[config.mk]
export PLATFORM = sky130hd
export DESIGN_NAME = adc_threshold_alert_logic
export DESIGN_NICKNAME = d
export VERILOG_FILES = /design/src/hw/adc_alert_pkg.sv /design/src/hw/adc_threshold_alert_logic.sv
export VERILOG_INCLUDE_DIRS = /design/src /design/src/hw
export SDC_FILE = /design/constraint.sdc
export NUM_CORES = 1
export LEC_CHECK = 0
export BUFFER_PORTS_ARGS = -buffer_cell sky130_fd_sc_hd__buf_2
export CELL_PAD_IN_SITES_DETAIL_PLACEMENT = 0
export CELL_PAD_IN_SITES_GLOBAL_PLACEMENT = 1
export CORE_ASPECT_RATIO = 0.8
export CORE_MARGIN = 2
export CORE_UTILIZATION = 42
export DETAILED_ROUTE_END_ITERATION = 8
export MAX_ROUTING_LAYER = met4
export PLACE_DENSITY_LB_ADDON = 0.3
export SYNTH_ARGS = -nofsm -noshare
export SYNTH_HDL_FRONTEND = slang
export SYNTH_SLANG_ARGS = --single-unit
[constraint.sdc]
create_clock -name clk -period 2.5 [get_ports clk]
set_input_delay 0.375 -clock clk [delete_from_list [all_inputs] [get_ports clk]]
set_output_delay 0.375 -clock clk [all_outputs]
set_load 0.005 [all_outputs]
[src/hw/adc_alert_cfg.svh]
// Functional notes
// (RL1) Style bit 0 selects traditional comparison, 1 selects window comparison.
// (RL2) Polarity bit 0 drives the alert pin active low, 1 active high.
// (RL3) Without latching, the alert releases itself once results return inside limits (window) or fall below the lower limit (traditional).
// (RL4) With latching, the alert holds until conversion data is read or alert response.
// (RL5) On alert response each alerting device sends its address; lowest address wins.
// (RL6) Successive faults needed before alert: code 00 one, 01 two, 10 four.
// (RL7) Fault count code 11 (reset) disables comparator and floats the alert pin.
// (RL8) Lower and upper limits are separate 16-bit two's complement registers.
// (RL9) Host rewrites both limits whenever the gain stage setting changes.
// (RL10) Upper limit MSB 1 with lower limit MSB 0 selects conversion-ready signalling.
// (RL11) Host keeps the upper limit greater than the lower limit.
// (RL12) Ready signalling in single-shot shows the conversion-idle flag on the pin.
// (RL13) Ready signalling in continuous mode pulses the pin at each conversion end.
// (RL14) Pointer 10 selects the lower limit, pointer 11 the upper limit.
// (RL15) Conversion-idle flag reads 0 during a conversion and 1 otherwise.
// (RL16) Limits compare against the last result, zero from reset to first conversion.
// (RL17) Traditional: fault above upper, release below lower; window: fault outside limits.
// (RL18) The successive-fault counter clears on any result that is not a fault.
`ifndef ADC_ALERT_CFG_SVH
`define ADC_ALERT_CFG_SVH

// Register pointer codes
`define PTR_CONV 2'h0
`define PTR_CONFIG 2'h1
`define PTR_LOWER 2'h2
`define PTR_UPPER 2'h3

// Reset values
`define CONFIG_RESET 16'h8583
`define LOWER_RESET 16'h8000
`define UPPER_RESET 16'h7FFF
`define CONV_RESET 16'h0000

// Fault count field codes and the counts they need
`define QUE_ONE 2'h0
`define QUE_TWO 2'h1
`define QUE_FOUR 2'h2
`define QUE_OFF 2'h3
`define NEED_ONE 3'h1
`define NEED_TWO 3'h2
`define NEED_FOUR 3'h4

// Link constants
`define ALERT_RESPONSE_ADDR 7'h0C
`define BYTE_BITS 4'h8
`define MODE_SINGLE 1'h1

// Ready pulse timing
`define CLK_PERIOD_NS 10
`define READY_PULSE_NS 8000
`define READY_PULSE_CYCLES ((`READY_PULSE_NS) / (`CLK_PERIOD_NS))
`define READY_CNT_W 10

`endif

[src/hw/adc_alert_pkg.sv]
package adc_alert_pkg;

    // Configuration register layout
    typedef struct packed {
        logic conversionIdleFlag;
        logic [2:0] inputSelect;
        logic [2:0] gainStageSetting;
        logic singleShot;
        logic [2:0] dataRate;
        logic windowStyle;
        logic alertPinPolarity;
        logic alertLatchEnable;
        logic [1:0] faultCountAndDisable;
    } cfg_t;

    // Serial link states
    typedef enum logic [2:0] {
        LINK_IDLE,
        LINK_ADDR,
        LINK_ADDR_ACK,
        LINK_WRITE,
        LINK_WRITE_ACK,
        LINK_READ,
        LINK_READ_ACK
    } link_state_t;

endpackage : adc_alert_pkg

[src/hw/adc_threshold_alert_logic.sv]
`timescale 1ns/10ps
`include "adc_alert_cfg.svh"

module adc_threshold_alert_logic #(
    parameter int READY_PULSE = `READY_PULSE_CYCLES
) (
    input wire logic clk, // System clock
    input wire logic sys_rst, // Synchronous reset, active high
    input wire logic sclIn, // Serial clock pin
    input wire logic sdaIn, // Serial data pin level
    output logic sdaOut, // Serial data drive value
    output logic sdaOe, // Serial data drive enable
    input wire logic [6:0] devAddr, // Bus address strap
    input wire logic convDone, // Conversion complete pulse
    input wire logic [15:0] convResult, // Result valid with convDone
    input wire logic convBusy, // Conversion in progress
    output adc_alert_pkg::cfg_t configOut, // Configuration to converter
    output logic startSingle, // Single-shot start pulse
    output logic alertOut, // Alert pin drive value
    output logic alertOe // Alert pin drive enable
);

    // Pin synchronisers and filtered levels
    logic [2:0] sclSync_reg, sdaSync_reg;
    logic sclFilt_reg, sdaFilt_reg, sclPrev_reg, sdaPrev_reg;
    logic sclFilt_next, sdaFilt_next;

    always_comb begin
        sclFilt_next = (sclSync_reg[2] == sclSync_reg[1]) ? sclSync_reg[2] : sclFilt_reg;
        sdaFilt_next = (sdaSync_reg[2] == sdaSync_reg[1]) ? sdaSync_reg[2] : sdaFilt_reg;
    end

    always_ff @(posedge clk) begin
        if (sys_rst) begin
            sclSync_reg <= 3'h7;
            sdaSync_reg <= 3'h7;
            sclFilt_reg <= 1'b1;
            sdaFilt_reg <= 1'b1;
            sclPrev_reg <= 1'b1;
            sdaPrev_reg <= 1'b1;
        end else begin
            sclSync_reg <= {sclSync_reg[1:0], sclIn};
            sdaSync_reg <= {sdaSync_reg[1:0], sdaIn};
            sclFilt_reg <= sclFilt_next;
            sdaFilt_reg <= sdaFilt_next;
            sclPrev_reg <= sclFilt_reg;
            sdaPrev_reg <= sdaFilt_reg;
        end
    end

    // Link events
    logic sclRise, sclFall, startSeen, stopSeen;
    assign sclRise = sclFilt_reg & ~sclPrev_reg;
    assign sclFall = ~sclFilt_reg & sclPrev_reg;
    assign startSeen = sclFilt_reg & sclPrev_reg & sdaPrev_reg & ~sdaFilt_reg;
    assign stopSeen = sclFilt_reg & sclPrev_reg & ~sdaPrev_reg & sdaFilt_reg;

    // Link and register state
    adc_alert_pkg::link_state_t state_reg, state_next;
    adc_alert_pkg::cfg_t cfg_reg, cfg_next;
    logic [15:0] lower_reg, lower_next, upper_reg, upper_next, conv_reg, conv_next;
    logic [7:0] shift_reg, shift_next, tx_reg, tx_next, msb_reg, msb_next;
    logic [3:0] bitCnt_reg, bitCnt_next;
    logic [1:0] ptr_reg, ptr_next, byteIdx_reg, byteIdx_next;
    logic [6:0] addr_reg;
    logic rw_reg, rw_next, ara_reg, ara_next, rdLow_reg, rdLow_next;
    logic ackSeen_reg, ackSeen_next, sdaOe_reg, sdaOe_next, start_next, linkClear;
    logic alertReg, rdyMode, araHit;
    logic [15:0] readWord;

    assign rdyMode = upper_reg[15] & ~lower_reg[15]; // RL10
    assign araHit = (shift_reg[7:1] == `ALERT_RESPONSE_ADDR) && shift_reg[0] && alertReg
        && (cfg_reg.faultCountAndDisable != `QUE_OFF); // RL5

    // Read data by pointer, idle flag in the top config bit
    always_comb begin
        unique case (ptr_reg)
            `PTR_CONV: readWord = conv_reg;
            `PTR_CONFIG: readWord = {~convBusy, cfg_reg[14:0]}; // RL15
            `PTR_LOWER: readWord = lower_reg; // RL14
            `PTR_UPPER: readWord = upper_reg; // RL14
        endcase
    end

    // Link state machine next values
    always_comb begin
        state_next = state_reg;
        cfg_next = cfg_reg;
        lower_next = lower_reg;
        upper_next = upper_reg;
        shift_next = shift_reg;
        tx_next = tx_reg;
        msb_next = msb_reg;
        bitCnt_next = bitCnt_reg;
        ptr_next = ptr_reg;
        byteIdx_next = byteIdx_reg;
        rw_next = rw_reg;
        ara_next = ara_reg;
        rdLow_next = rdLow_reg;
        ackSeen_next = ackSeen_reg;
        sdaOe_next = sdaOe_reg;
        start_next = 1'b0;
        linkClear = 1'b0;
        if (stopSeen) begin
            state_next = adc_alert_pkg::LINK_IDLE;
            sdaOe_next = 1'b0;
        end else if (startSeen) begin
            state_next = adc_alert_pkg::LINK_ADDR;
            bitCnt_next = 4'h0;
            sdaOe_next = 1'b0;
        end else begin
            unique case (state_reg)
                adc_alert_pkg::LINK_IDLE: begin
                end
                adc_alert_pkg::LINK_ADDR: begin
                    if (sclRise) begin
                        shift_next = {shift_reg[6:0], sdaFilt_reg};
                        bitCnt_next = bitCnt_reg + 4'h1;
                    end else if (sclFall && bitCnt_reg == `BYTE_BITS) begin
                        bitCnt_next = 4'h0;
                        rw_next = shift_reg[0];
                        ara_next = araHit;
                        if (shift_reg[7:1] == addr_reg || araHit) begin
                            state_next = adc_alert_pkg::LINK_ADDR_ACK;
                            sdaOe_next = 1'b1;
                        end else begin
                            state_next = adc_alert_pkg::LINK_IDLE;
                        end
                    end
                end
                adc_alert_pkg::LINK_ADDR_ACK: begin
                    if (sclFall) begin
                        byteIdx_next = 2'h0;
                        if (rw_reg) begin
                            state_next = adc_alert_pkg::LINK_READ;
                            tx_next = ara_reg ? {addr_reg, 1'b0} : readWord[15:8]; // RL5
                            sdaOe_next = ~tx_next[7];
                            rdLow_next = 1'b1;
                            linkClear = ~ara_reg && (ptr_reg == `PTR_CONV); // RL4
                        end else begin
                            state_next = adc_alert_pkg::LINK_WRITE;
                            sdaOe_next = 1'b0;
                        end
                    end
                end
                adc_alert_pkg::LINK_WRITE: begin
                    if (sclRise) begin
                        shift_next = {shift_reg[6:0], sdaFilt_reg};
                        bitCnt_next = bitCnt_reg + 4'h1;
                    end else if (sclFall && bitCnt_reg == `BYTE_BITS) begin
                        bitCnt_next = 4'h0;
                        state_next = adc_alert_pkg::LINK_WRITE_ACK;
                        sdaOe_next = 1'b1;
                        if (byteIdx_reg == 2'h0) begin
                            ptr_next = shift_reg[1:0]; // RL14
                            byteIdx_next = 2'h1;
                        end else if (byteIdx_reg == 2'h1) begin
                            msb_next = shift_reg;
                            byteIdx_next = 2'h2;
                        end else begin
                            byteIdx_next = 2'h1;
                            unique case (ptr_reg)
                                `PTR_CONV: begin
                                end
                                `PTR_CONFIG: begin
                                    cfg_next = {msb_reg, shift_reg};
                                    start_next = msb_reg[7] & ~convBusy & cfg_next.singleShot;
                                end
                                `PTR_LOWER: lower_next = {msb_reg, shift_reg}; // RL8
                                `PTR_UPPER: upper_next = {msb_reg, shift_reg}; // RL8
                            endcase
                        end
                    end
                end
                adc_alert_pkg::LINK_WRITE_ACK: begin
                    if (sclFall) begin
                        state_next = adc_alert_pkg::LINK_WRITE;
                        sdaOe_next = 1'b0;
                    end
                end
                adc_alert_pkg::LINK_READ: begin
                    if (sclRise) begin
                        bitCnt_next = bitCnt_reg + 4'h1;
                        if (ara_reg && !sdaOe_reg && !sdaFilt_reg) begin
                            state_next = adc_alert_pkg::LINK_IDLE; // RL5
                        end
                    end else if (sclFall) begin
                        if (bitCnt_reg == `BYTE_BITS) begin
                            bitCnt_next = 4'h0;
                            sdaOe_next = 1'b0;
                            state_next = adc_alert_pkg::LINK_READ_ACK;
                            linkClear = ara_reg; // RL4
                        end else begin
                            tx_next = {tx_reg[6:0], 1'b0};
                            sdaOe_next = ~tx_next[7];
                        end
                    end
                end
                adc_alert_pkg::LINK_READ_ACK: begin
                    if (sclRise) begin
                        ackSeen_next = ~sdaFilt_reg;
                    end else if (sclFall) begin
                        if (ackSeen_reg && !ara_reg) begin
                            tx_next = rdLow_reg ? readWord[7:0] : readWord[15:8];
                            rdLow_next = ~rdLow_reg;
                            sdaOe_next = ~tx_next[7];
                            state_next = adc_alert_pkg::LINK_READ;
                        end else begin
                            state_next = adc_alert_pkg::LINK_IDLE;
                        end
                    end
                end
            endcase
        end
    end

    always_ff @(posedge clk) begin
        if (sys_rst) begin
            state_reg <= adc_alert_pkg::LINK_IDLE;
            cfg_reg <= `CONFIG_RESET;
            lower_reg <= `LOWER_RESET;
            upper_reg <= `UPPER_RESET;
            shift_reg <= 8'h00;
            tx_reg <= 8'h00;
            msb_reg <= 8'h00;
            bitCnt_reg <= 4'h0;
            ptr_reg <= `PTR_CONV;
            byteIdx_reg <= 2'h0;
            rw_reg <= 1'b0;
            ara_reg <= 1'b0;
            rdLow_reg <= 1'b0;
            ackSeen_reg <= 1'b0;
            sdaOe_reg <= 1'b0;
            startSingle <= 1'b0;
            addr_reg <= devAddr; // Strap captured while reset is held
        end else begin
            state_reg <= state_next;
            cfg_reg <= cfg_next;
            lower_reg <= lower_next;
            upper_reg <= upper_next;
            shift_reg <= shift_next;
            tx_reg <= tx_next;
            msb_reg <= msb_next;
            bitCnt_reg <= bitCnt_next;
            ptr_reg <= ptr_next;
            byteIdx_reg <= byteIdx_next;
            rw_reg <= rw_next;
            ara_reg <= ara_next;
            rdLow_reg <= rdLow_next;
            ackSeen_reg <= ackSeen_next;
            sdaOe_reg <= sdaOe_next;
            startSingle <= start_next;
        end
    end

    assign sdaOe = sdaOe_reg;
    assign sdaOut = 1'b0; // Open drain, only ever pulls low
    assign configOut = cfg_reg;

    // Comparator, fault counter, ready pulse and pin drive
    logic [2:0] faultCnt_reg, faultCnt_next, need, cntInc;
    logic [`READY_CNT_W-1:0] rdyCnt_reg, rdyCnt_next;
    logic alert_next, above, below, isFault, active, alertOut_next, alertOe_next, queOff;

    always_comb begin
        above = $signed(convResult) > $signed(upper_reg); // RL16
        below = $signed(convResult) < $signed(lower_reg);
        isFault = cfg_reg.windowStyle ? (above | below) : above; // RL1 RL17
        queOff = cfg_reg.faultCountAndDisable == `QUE_OFF;
        unique case (cfg_reg.faultCountAndDisable)
            `QUE_ONE: need = `NEED_ONE; // RL6
            `QUE_TWO: need = `NEED_TWO; // RL6
            default: need = `NEED_FOUR; // RL6
        endcase
        cntInc = (faultCnt_reg >= need) ? need : faultCnt_reg + 3'h1;
        faultCnt_next = faultCnt_reg;
        alert_next = alertReg;
        conv_next = conv_reg;
        rdyCnt_next = (rdyCnt_reg != '0) ? rdyCnt_reg - `READY_CNT_W'(1) : rdyCnt_reg;
        if (linkClear) begin
            alert_next = 1'b0; // RL4
        end
        if (convDone) begin
            conv_next = convResult; // RL16
            if (rdyMode && !cfg_reg.singleShot) begin
                rdyCnt_next = `READY_CNT_W'(READY_PULSE); // RL13
            end
            if (isFault) begin
                faultCnt_next = cntInc;
                if (cntInc >= need) begin
                    alert_next = 1'b1; // RL6
                end
            end else begin
                faultCnt_next = 3'h0; // RL18
                if (!cfg_reg.alertLatchEnable && (cfg_reg.windowStyle || below)) begin
                    alert_next = 1'b0; // RL3 RL17
                end
            end
        end
        if (queOff || rdyMode) begin
            faultCnt_next = 3'h0; // RL7
            alert_next = 1'b0;
        end
        if (rdyMode) begin
            active = cfg_reg.singleShot ? ~convBusy : (rdyCnt_reg != '0); // RL12 RL13
        end else begin
            active = alertReg;
        end
        alertOut_next = cfg_reg.alertPinPolarity ? active : ~active; // RL2
        alertOe_next = ~queOff; // RL7
    end

    always_ff @(posedge clk) begin
        if (sys_rst) begin
            faultCnt_reg <= 3'h0;
            alertReg <= 1'b0;
            conv_reg <= `CONV_RESET;
            rdyCnt_reg <= '0;
            alertOut <= 1'b1;
            alertOe <= 1'b0;
        end else begin
            faultCnt_reg <= faultCnt_next;
            alertReg <= alert_next;
            conv_reg <= conv_next;
            rdyCnt_reg <= rdyCnt_next;
            alertOut <= alertOut_next;
            alertOe <= alertOe_next;
        end
    end

    // Checks on comparator and pin behaviour
    property p_disable;
        @(posedge clk) disable iff (sys_rst) queOff |=> !alertOe;
    endproperty
    a_disable: assert property (p_disable) else $error("alert pin driven while disabled"); // RL7

    property p_polarity;
        @(posedge clk) disable iff (sys_rst) (!queOff && !rdyMode)
            |=> alertOut == ($past(alertReg) ~^ $past(cfg_reg.alertPinPolarity));
    endproperty
    a_polarity: assert property (p_polarity) else $error("alert pin level wrong"); // RL2

    property p_countOne;
        @(posedge clk) disable iff (sys_rst) (convDone && isFault && !rdyMode
            && cfg_reg.faultCountAndDisable == `QUE_ONE) |=> alertReg;
    endproperty
    a_countOne: assert property (p_countOne) else $error("single fault did not alert"); // RL6

    property p_countFour;
        @(posedge clk) disable iff (sys_rst) (convDone && isFault && faultCnt_reg == 3'h0
            && !alertReg && cfg_reg.faultCountAndDisable == `QUE_FOUR) |=> !alertReg;
    endproperty
    a_countFour: assert property (p_countFour) else $error("alert before four faults"); // RL6

    property p_clearCount;
        @(posedge clk) disable iff (sys_rst) (convDone && !isFault) |=> faultCnt_reg == 3'h0;
    endproperty
    a_clearCount: assert property (p_clearCount) else $error("fault count not cleared"); // RL18

    property p_latch;
        @(posedge clk) disable iff (sys_rst) (alertReg && cfg_reg.alertLatchEnable
            && !linkClear && !queOff && !rdyMode) |=> alertReg;
    endproperty
    a_latch: assert property (p_latch) else $error("latched alert dropped"); // RL4

    property p_release;
        @(posedge clk) disable iff (sys_rst) (convDone && below && !above && !isFault
            && !cfg_reg.alertLatchEnable) |=> !alertReg;
    endproperty
    a_release: assert property (p_release) else $error("alert not released"); // RL3

    property p_traditional;
        @(posedge clk) disable iff (sys_rst) (convDone && !cfg_reg.windowStyle && below
            && !above) |=> faultCnt_reg == 3'h0;
    endproperty
    a_traditional: assert property (p_traditional) else $error("low result counted"); // RL1

    property p_readyPulse;
        @(posedge clk) disable iff (sys_rst) (convDone && rdyMode && !cfg_reg.singleShot)
            |=> rdyCnt_reg != '0;
    endproperty
    a_readyPulse: assert property (p_readyPulse) else $error("no ready pulse"); // RL13

    property p_readyIdle;
        @(posedge clk) disable iff (sys_rst) (rdyMode && cfg_reg.singleShot)
            |=> alertOut == ($past(convBusy) ^ $past(cfg_reg.alertPinPolarity));
    endproperty
    a_readyIdle: assert property (p_readyIdle) else $error("idle flag not on pin"); // RL12

    property p_result;
        @(posedge clk) disable iff (sys_rst) convDone |=> conv_reg == $past(convResult);
    endproperty
    a_result: assert property (p_result) else $error("result not held"); // RL16

endmodule : adc_threshold_alert_logic

### Yosys cells after proc, flatten, opt, wreduce, memory -nomap -nowiden

Index checks and enable logic that the tools add are counted.

| cells by class | value |
|---|---|
| equality and inequality tests | 47 |
| bitwise operators | 32 |
| reduce and logical (&&, ||, !) cells | 48 |
| multiplexer cells | 86 |
| add/sub/neg operators | 3 |
| order comparisons | 4 |

Operators by type and width:

| cell | number |
|---|---|
| $pmux W16 S4 | 1 |
| $mux W7 | 8 |
| $mux W3 | 16 |
| $mux W1 | 36 |
| $ne A3 B3 Y1 const B | 11 |
| $reduce_and A8 Y1 | 4 |
| $mux W10 | 3 |
| $ne A2 B2 Y1 const B | 15 |
| $mux W4 | 6 |
| $reduce_and A12 Y1 | 2 |
| $not A1 Y1 | 21 |
| $pmux W7 S3 | 1 |
| $pmux W3 S6 | 1 |
| $gt A16 B16 Y1 | 1 |
| $lt A16 B16 Y1 | 1 |
| $mux W8 | 2 |
| $reduce_and A13 Y1 | 1 |
| $mux W2 | 6 |
| $ne A4 B4 Y1 const B | 3 |
| $reduce_and A6 Y1 | 2 |
| $reduce_and A11 Y1 | 1 |
| $and A1 B1 Y1 | 10 |
| $logic_and A1 B1 Y1 | 10 |
| $reduce_and A5 Y1 | 2 |
| 33 further kinds | 56 |

| storage, ports and cells | value |
|---|---|
| register bits | 137 |
| logic and storage cells | 258 |
| bits of input ports | 29 |

### Logic depth before layout (Yosys ltp)

Gate-level depths: netlist (run 1).

| logic depth | value |
|---|---|
| word-level depth | 11 |
| mapped depth | 15 |
| depth with buffers taken out | 15 |

### Worst setup path before layout (run 1)

Ideal clock, no wire load.

| timing | value |
|---|---|
| kind | register -> register |
| start point | reg cfg_reg, in the netlist configOut[1] |
| end point | reg alertReg |
| buffers on the path | 0 |
| setup slack | 0.087 ns |
| cell stages (with the launch flop) | 15 |
| arrival time | 2.290 ns |
| path through | dfxtp_1 -> nor2_1 -> ha_1 -> nand2b_1 -> a21o_1 -> a21o_1 -> a21oi_1 -> ha_1 -> nand2b_1 -> a21oi_1 -> nor2b_1 -> o21ai_0 -> nand2_1 -> nand2_1 -> o2bb2ai_1 |

| on the way | value |
|---|---|
| cells in the longest elaborated chain, start to end | 8 |

Ends and longest elaborated chain:

| what | line | source |
|---|---|---|
| start, declared | adc_threshold_alert_logic.sv:60 | `adc_alert_pkg::cfg_t cfg_reg, cfg_next;` |
| start signal, assigned | adc_threshold_alert_logic.sv:220 | `` cfg_reg <= `CONFIG_RESET; `` |
| start signal, assigned | adc_threshold_alert_logic.sv:238 | `cfg_reg <= cfg_next;` |
| $eq A2 B1 Y1 / $logic_not A2 Y1 (equally long branches) | adc_threshold_alert_logic.sv:270 | `unique case (cfg_reg.faultCountAndDisable)` |
| $pmux W3 S2 | adc_threshold_alert_logic.sv:270 |  |
| $ge A3 B3 Y1 | adc_threshold_alert_logic.sv:275 | `cntInc = (faultCnt_reg >= need) ? need : faultCnt_reg + 3'h1;` |
| $mux W3 | adc_threshold_alert_logic.sv:275 |  |
| $ge A3 B3 Y1 | adc_threshold_alert_logic.sv:290 | `if (cntInc >= need) begin` |
| $mux W1 | adc_threshold_alert_logic.sv:290 |  |
| $mux W1 | adc_threshold_alert_logic.sv:288 | `if (isFault) begin` |
| $mux W1 | adc_threshold_alert_logic.sv:283 | `if (convDone) begin` |
| end signal, assigned | adc_threshold_alert_logic.sv:323 | `alertReg <= alert_next;` |
| end, declared | adc_threshold_alert_logic.sv:68 | `logic alertReg, rdyMode, araHit;` |

Parallel ways exist; a longest one is shown, timed or not.
A chain may end at the register's enable or synchronous reset.

### Worst setup path after layout (run 1)

| timing | value |
|---|---|
| start point | reg cfg_reg, in the netlist configOut[0] |
| end point | reg alertReg |

The elaborated chain is that of the path after synthesis.

==> flow_summary.ini, run 1 <==
[yosys]
synthArstFlopShare_pct = 0
synth_top_flop_cell = dfxtp_1
synth_seq_cells = 137
synth_edf_count = 7
yosys_warnings = 0
syn_inst = 808
ys_seq_area_share_pct = 38.9
syn_area_um2 = 7230
synth_fp_nets = 881
ys_types = 66
syn_avg_cell_area_um2 = 8.95

[floorplan]
core_um2 = 16700
die_h_um = 121
start_util_pct = 43.3
dieArea_um2 = 18300
fp.dieW_um = 151
num_io_pins = 50
rows = 42

[cells_and_area]
layout.cells.non_filler = 1108
area_growth_pct = 18.7
nFillCells = 1635
final_core_util_pct = 51.4
final_cell_mix = 128 x dfxtp_1, 93 x nand2_1, 82 x nor2_1
layout.nets = 948
antenna-diode-count = 0
final_area_um2 = 8580
drive_gt1_share_pct = 19.6
final_common_cell = dfxtp_1

[routing]
via_per_inst = 5.67
vias = 6281
drt_wl_total_mm = 20.6
drc = 0
ant_nets = 0
drt_iter0_drc = 718
first_pass_iters = 7
wire_per_inst_um = 18.6

[cts]
clk_path_buf_depth = 2
cts_tree = yes
path_clk_slew_ns = 0.06
cts-hold-fix-buffers = 0
cts-root-buf = clkbuf_16
htreeDepth = 4
numCtsBuffers = 17
clock-sinks = 137
insertion_delay_ns = 0.43

[timing]
finalCritPeriodShare_pct = 97.0
fmax_mhz = 412
setup_tns_ns = 0
fin_ws_ns = 0.0743
clock_skew_ns = 0.00662
slew_headroom_pct = 41.6
hold_viol = 0
finalSetupViolations = 0
worst_pin_slew_ns = 0.875
period_minus_slack_ns = 2.43
drv_slew = 0
rsz0062_at_grt = yes

[global_routing]
grt_max_degree = 78
grt_pass1_vias = 5891
antenna_found_initial = 0
grt_pass1_wl_mm = 32.5
overflow = 0
grt_use_total_pct = 24.2

[run]
maxCapViolCount = 0

[critical_path]
crit_slowest_cell = dfxtp_4
timing.rr.start = configOut[0]
required_ns = 2.82
crit_path_start_kind = flip-flop
endpoint_kind = flip-flop
cp.buffers_inverters = 0
r2r.worst_path.cells = 15
r2r_setup_slack_ns = 0.07
path_cells = nor2_4 -> ha_4 -> nand2b_4 -> a21o_1 -> a21o_1 -> nor2_2 -> a21oi_2 -> ha_1 -> nand2b_4 -> a21oi_2 -> nor2b_1 -> o21ai_1 -> nand2_1 -> nand2_1 -> o2bb2ai_1
r2r-end = alertReg
arrival_ns = 2.75
worst-setup-path-type = reg -> reg
crit_fanout = 4
worstSetupStartpoint = configOut[0]
cp_slowest_stage_delay_ns = 0.36
crit_family = compound AO/OA/AOI/OAI gates

[placed_design]
port_buffers = 48
placedCellCount = 1074
place.gp.congestion = 0.909
dp_hpwl_mm = 14.9
dpl_cell_area_um2 = 7890
pre_cts_ws_ns = -0.105

[outcome]
status = completed

[power]
power.density_nw_per_um2 = 632
power_leakage_nw = 3.78
max-vdd-ir-drop_uv = 368

[worst_hold_path]
worstHoldPathCells = 1
hold_path.class = in -> reg
hp-start = devAddr[0]
hold_path_end = addr_reg[0]
[worst register-to-register path, stage by stage, from the launching register on]
cell       delay (ns)
dfxtp_4          0.36
nor2_4           0.13
ha_4             0.20
nand2b_4         0.13
a21o_1           0.17
a21o_1           0.23
nor2_2           0.13
a21oi_2          0.05
ha_1             0.29
nand2b_4         0.14
a21oi_2          0.11
nor2b_1          0.05
o21ai_1          0.13
nand2_1          0.06
nand2_1          0.07
o2bb2ai_1        0.07
[how the worst max path moves through the flow]
stage	to	slack, ns	depth (start not counted)
global route	alertReg	-0.05	15
floorplan	alertReg	0.09	14
finish	alertReg	0.07	15
global placement	faultCnt_reg[0]	0.004	10
detailed placement	alertReg	-0.11	14
CTS	alertReg	0.003	15
[timing repair]
action | 4_1_cts | 5_1_grt
endpoints found under the setup margin | 1 | 12
endpoints found under the hold margin | 0 | 0
setup buffers | 0 | 2
pin swaps | 1 | 9
gates resized for setup | 4 | 20
[metal layers]
layer	vias to the layer above	part of all wire, %	wire [um]	GRT usage, %
li1	2980	-	-	-
met1	3051	49	10100	34.7
met2	212	43	8800	33.8
met3	38	6.2	1280	5.41
met4	0	1.8	379	7.48
met5	-	0	0	-
[layout make-up]
class	count	area (um2)	share of cell area, %
Multi-Input combinational cell	570	4090	47.6
Tap cell	220	275	3.21
Timing Repair Buffer	98	631	7.35
Inverter	51	191	2.23
Sequential cell	137	2820	32.9
Clock buffer	24	482	5.61
Clock inverter	8	95.1	1.11
[kinds of logic (layout without fill, tap and decap cells)]
kind of cell / count (synthesis) / in the layout / share of synthesized area (%)
adder cells (fa/ha/maj): 44 / 44 / 7.62
flip-flops: 137 / 137 / 38.9
other: 1 / 1 / 0.0519
multiplexers: 84 / 84 / 14.4
AND/OR/NAND/NOR: 282 / 282 / 18.7
XOR/XNOR: 15 / 15 / 1.82
AO/OA/AOI/OAI: 144 / 144 / 12.6
buffers and inverters: 101 / 181 / 5.90
[cell usage after synthesis (all sizes together), types with 9 or more instances]
| cell type | instances | share of area (%) |
|---|---|---|
| nand3 | 26 | 1.8 |
| buf | 17 | 1.5 |
| dfxtp | 130 | 36 |
| inv | 51 | 2.6 |
| nand2 | 95 | 5.0 |
| mux2i | 67 | 9.3 |
| o211ai | 22 | 2.3 |
| nor3 | 9 | 0.62 |
| clkbuf | 33 | 1.7 |
| mux4 | 16 | 5.0 |
| xor2 | 9 | 1.1 |
| ha | 44 | 7.6 |
| nand4 | 9 | 0.78 |
| nor2b | 9 | 0.78 |
| o21ai | 22 | 1.5 |
| a211oi | 10 | 1.0 |
| nor2 | 85 | 4.4 |
| a21oi | 50 | 3.5 |
[metrics by stage]
stage / hold slack, ns / total power (W)
after global routing: 0.106 / 0.00566
after CTS: 0.107 / 0.00546
final: 0.121 / 0.00543
after detailed placement: 0.399 / 0.00297
after floorplan: 0.389 / 0.00279
after global placement: 0.398 / 0.00295
[where the power goes]
group          internal, W  switching, W  leakage [nW]  total, W
Clock              0.00154      0.000952         0.280   0.00249
Sequential         0.00229     0.0000658          1.12   0.00235
Combinational     0.000259      0.000324          2.38  0.000583
No activity file was read; power rests on OpenSTA's default activity.
==> run 2, diff against run 1 <==
--- a/config.mk
+++ b/config.mk
@@ -14,7 +14,7 @@
 export CORE_UTILIZATION = 42
 export DETAILED_ROUTE_END_ITERATION = 8
 export MAX_ROUTING_LAYER = met4
-export PLACE_DENSITY_LB_ADDON = 0.3
+export PLACE_DENSITY = 0.86
 export SYNTH_ARGS = -nofsm -noshare
 export SYNTH_HDL_FRONTEND = slang
 export SYNTH_SLANG_ARGS = --single-unit
==> run 2 against run 1 <==
Worst setup slack lost 0.027 ns. Register-to-register slack lost 0.03 ns. Sequential share of layout area is essentially flat. Highest routed layer unchanged.
==> flow_summary.ini, run 2 (synthesis results as in run 1) <==
[floorplan]
num_io_pins = 50
die_h_um = 121
rows = 42
fp.dieW_um = 151
dieArea_um2 = 18300
start_util_pct = 43.3
core_um2 = 16700

[critical_path]
path_cells = inv_1 -> ha_1 -> nand4_1 -> nor2_1 -> o211ai_1 -> nand4b_1 -> mux2i_2 -> a2bb2oi_2 -> o32ai_1
cp_slowest_stage_delay_ns = 0.35
r2r.worst_path.cells = 9
worst-setup-path-type = reg -> reg
crit_family = compound AO/OA/AOI/OAI gates
crit_path_start_kind = flip-flop
endpoint_kind = flip-flop
cp.buffers_inverters = 1
arrival_ns = 2.78
crit_slowest_cell = dfxtp_1
required_ns = 2.82
crit_fanout = 4
path_depth = 9

[cells_and_area]
drive_gt1_share_pct = 19.0
antenna-diode-count = 0
final_common_cell = dfxtp_1
area_growth_pct = 18.7
layout.nets = 941
final_cell_mix = 128 x dfxtp_1, 93 x nand2_1, 82 x nor2_1
final_core_util_pct = 51.4

[routing]
vias = 6151
drt_iter0_drc = 553
via_per_inst = 5.59
ant_nets = 0
first_pass_iters = 5
drc = 0
wire_per_inst_um = 17.8
drt_wl_total_mm = 19.6

[timing]
worst_pin_slew_ns = 0.553
drv_slew = 0
worst_hold_slack_ns = 0.130
clock_skew_ns = 0.00707
period_minus_slack_ns = 2.45
finalSetupViolations = 0
slew_headroom_pct = 63.1
finalCritPeriodShare_pct = 98.1
fmax_mhz = 408
hold_viol = 0

[global_routing]
grt_pass1_vias = 5632
grt_max_degree = 51
overflow = 0
grt_use_total_pct = 23.1
antenna_found_initial = 0
grt_pass1_wl_mm = 31.2

[cts]
clk_path_buf_depth = 2
htreeDepth = 4
path_clk_slew_ns = 0.06
cts_tree = yes
clock-sinks = 137
cts-hold-fix-buffers = 0
numCtsBuffers = 17
cts-root-buf = clkbuf_16
insertion_delay_ns = 0.42

[power]
power_leakage_nw = 3.78
max-vdd-ir-drop_uv = 372
p_total_w = 0.00572
power.density_nw_per_um2 = 667

[worst_hold_path]
hold_path.class = in -> reg
worstHoldPathCells = 1

[placed_design]
place.gp.congestion = 0.899
dp_hpwl_mm = 14.1
port_buffers = 48

[outcome]
status = completed

[run]
maxCapViolCount = 0
run 2: final timing paths:
check	from	end	slack, ns
worst min register to register	sclSync_reg[0]	sclSync_reg[1]	0.40
worst max-delay path	lower_reg[15]	faultCnt_reg[0]	0.05
worst min-delay path	devAddr[0]	addr_reg[0]	0.13
worst max register to register	lower_reg[15]	faultCnt_reg[0]	0.05
run 2: cell type report:
cell class / count / area [um2]
multi-input cells: 570 / 4050
flip-flops and latches: 137 / 2820
well taps: 220 / 275
repair buffers: 91 / 578
fillers: 1536 / 8130
clock inverters: 10 / 159
inverters: 51 / 191
clock buffers: 22 / 508
run 2: repair_timing:
action	4_1_cts	5_1_grt
pin swaps	0	7
hold endpoints to repair	0	0
resized for setup	4	15
buffers inserted	0	1
endpoints found under the setup margin	1	4
cloned	0	0
run 2: per-stage QoR:
stage | setup slack [ns] | cells | instance area (um2) | TNS, ns
after floorplan | 0.0868 | 808 | 7230 | 0
after global placement | -0.0331 | 1068 | 7840 | -0.0792
after detailed placement | -0.102 | 1068 | 7840 | -0.325
after CTS | 0.00226 | 1100 | 8520 | 0
after global routing | -0.0433 | 1101 | 8580 | -0.0433
final | 0.0474 | 1101 | 8580 | 0
run 2: where the power goes:
part           internal (W)  switching (W)  total [W]
clock network       0.00185       0.000965    0.00281
logic              0.000255       0.000306   0.000561
registers           0.00229      0.0000640    0.00235
total               0.00439        0.00133    0.00572
run 2: per-layer routing:
layer	global-route usage, %	up-vias	routed length, um	part of all wire (%)
met5	-	-	0	0
met4	5.72	0	274	1.4
met3	5.41	20	1440	7.3
met2	32.5	217	8360	43
met1	33.5	2939	9560	49
li1	-	2975	-	-
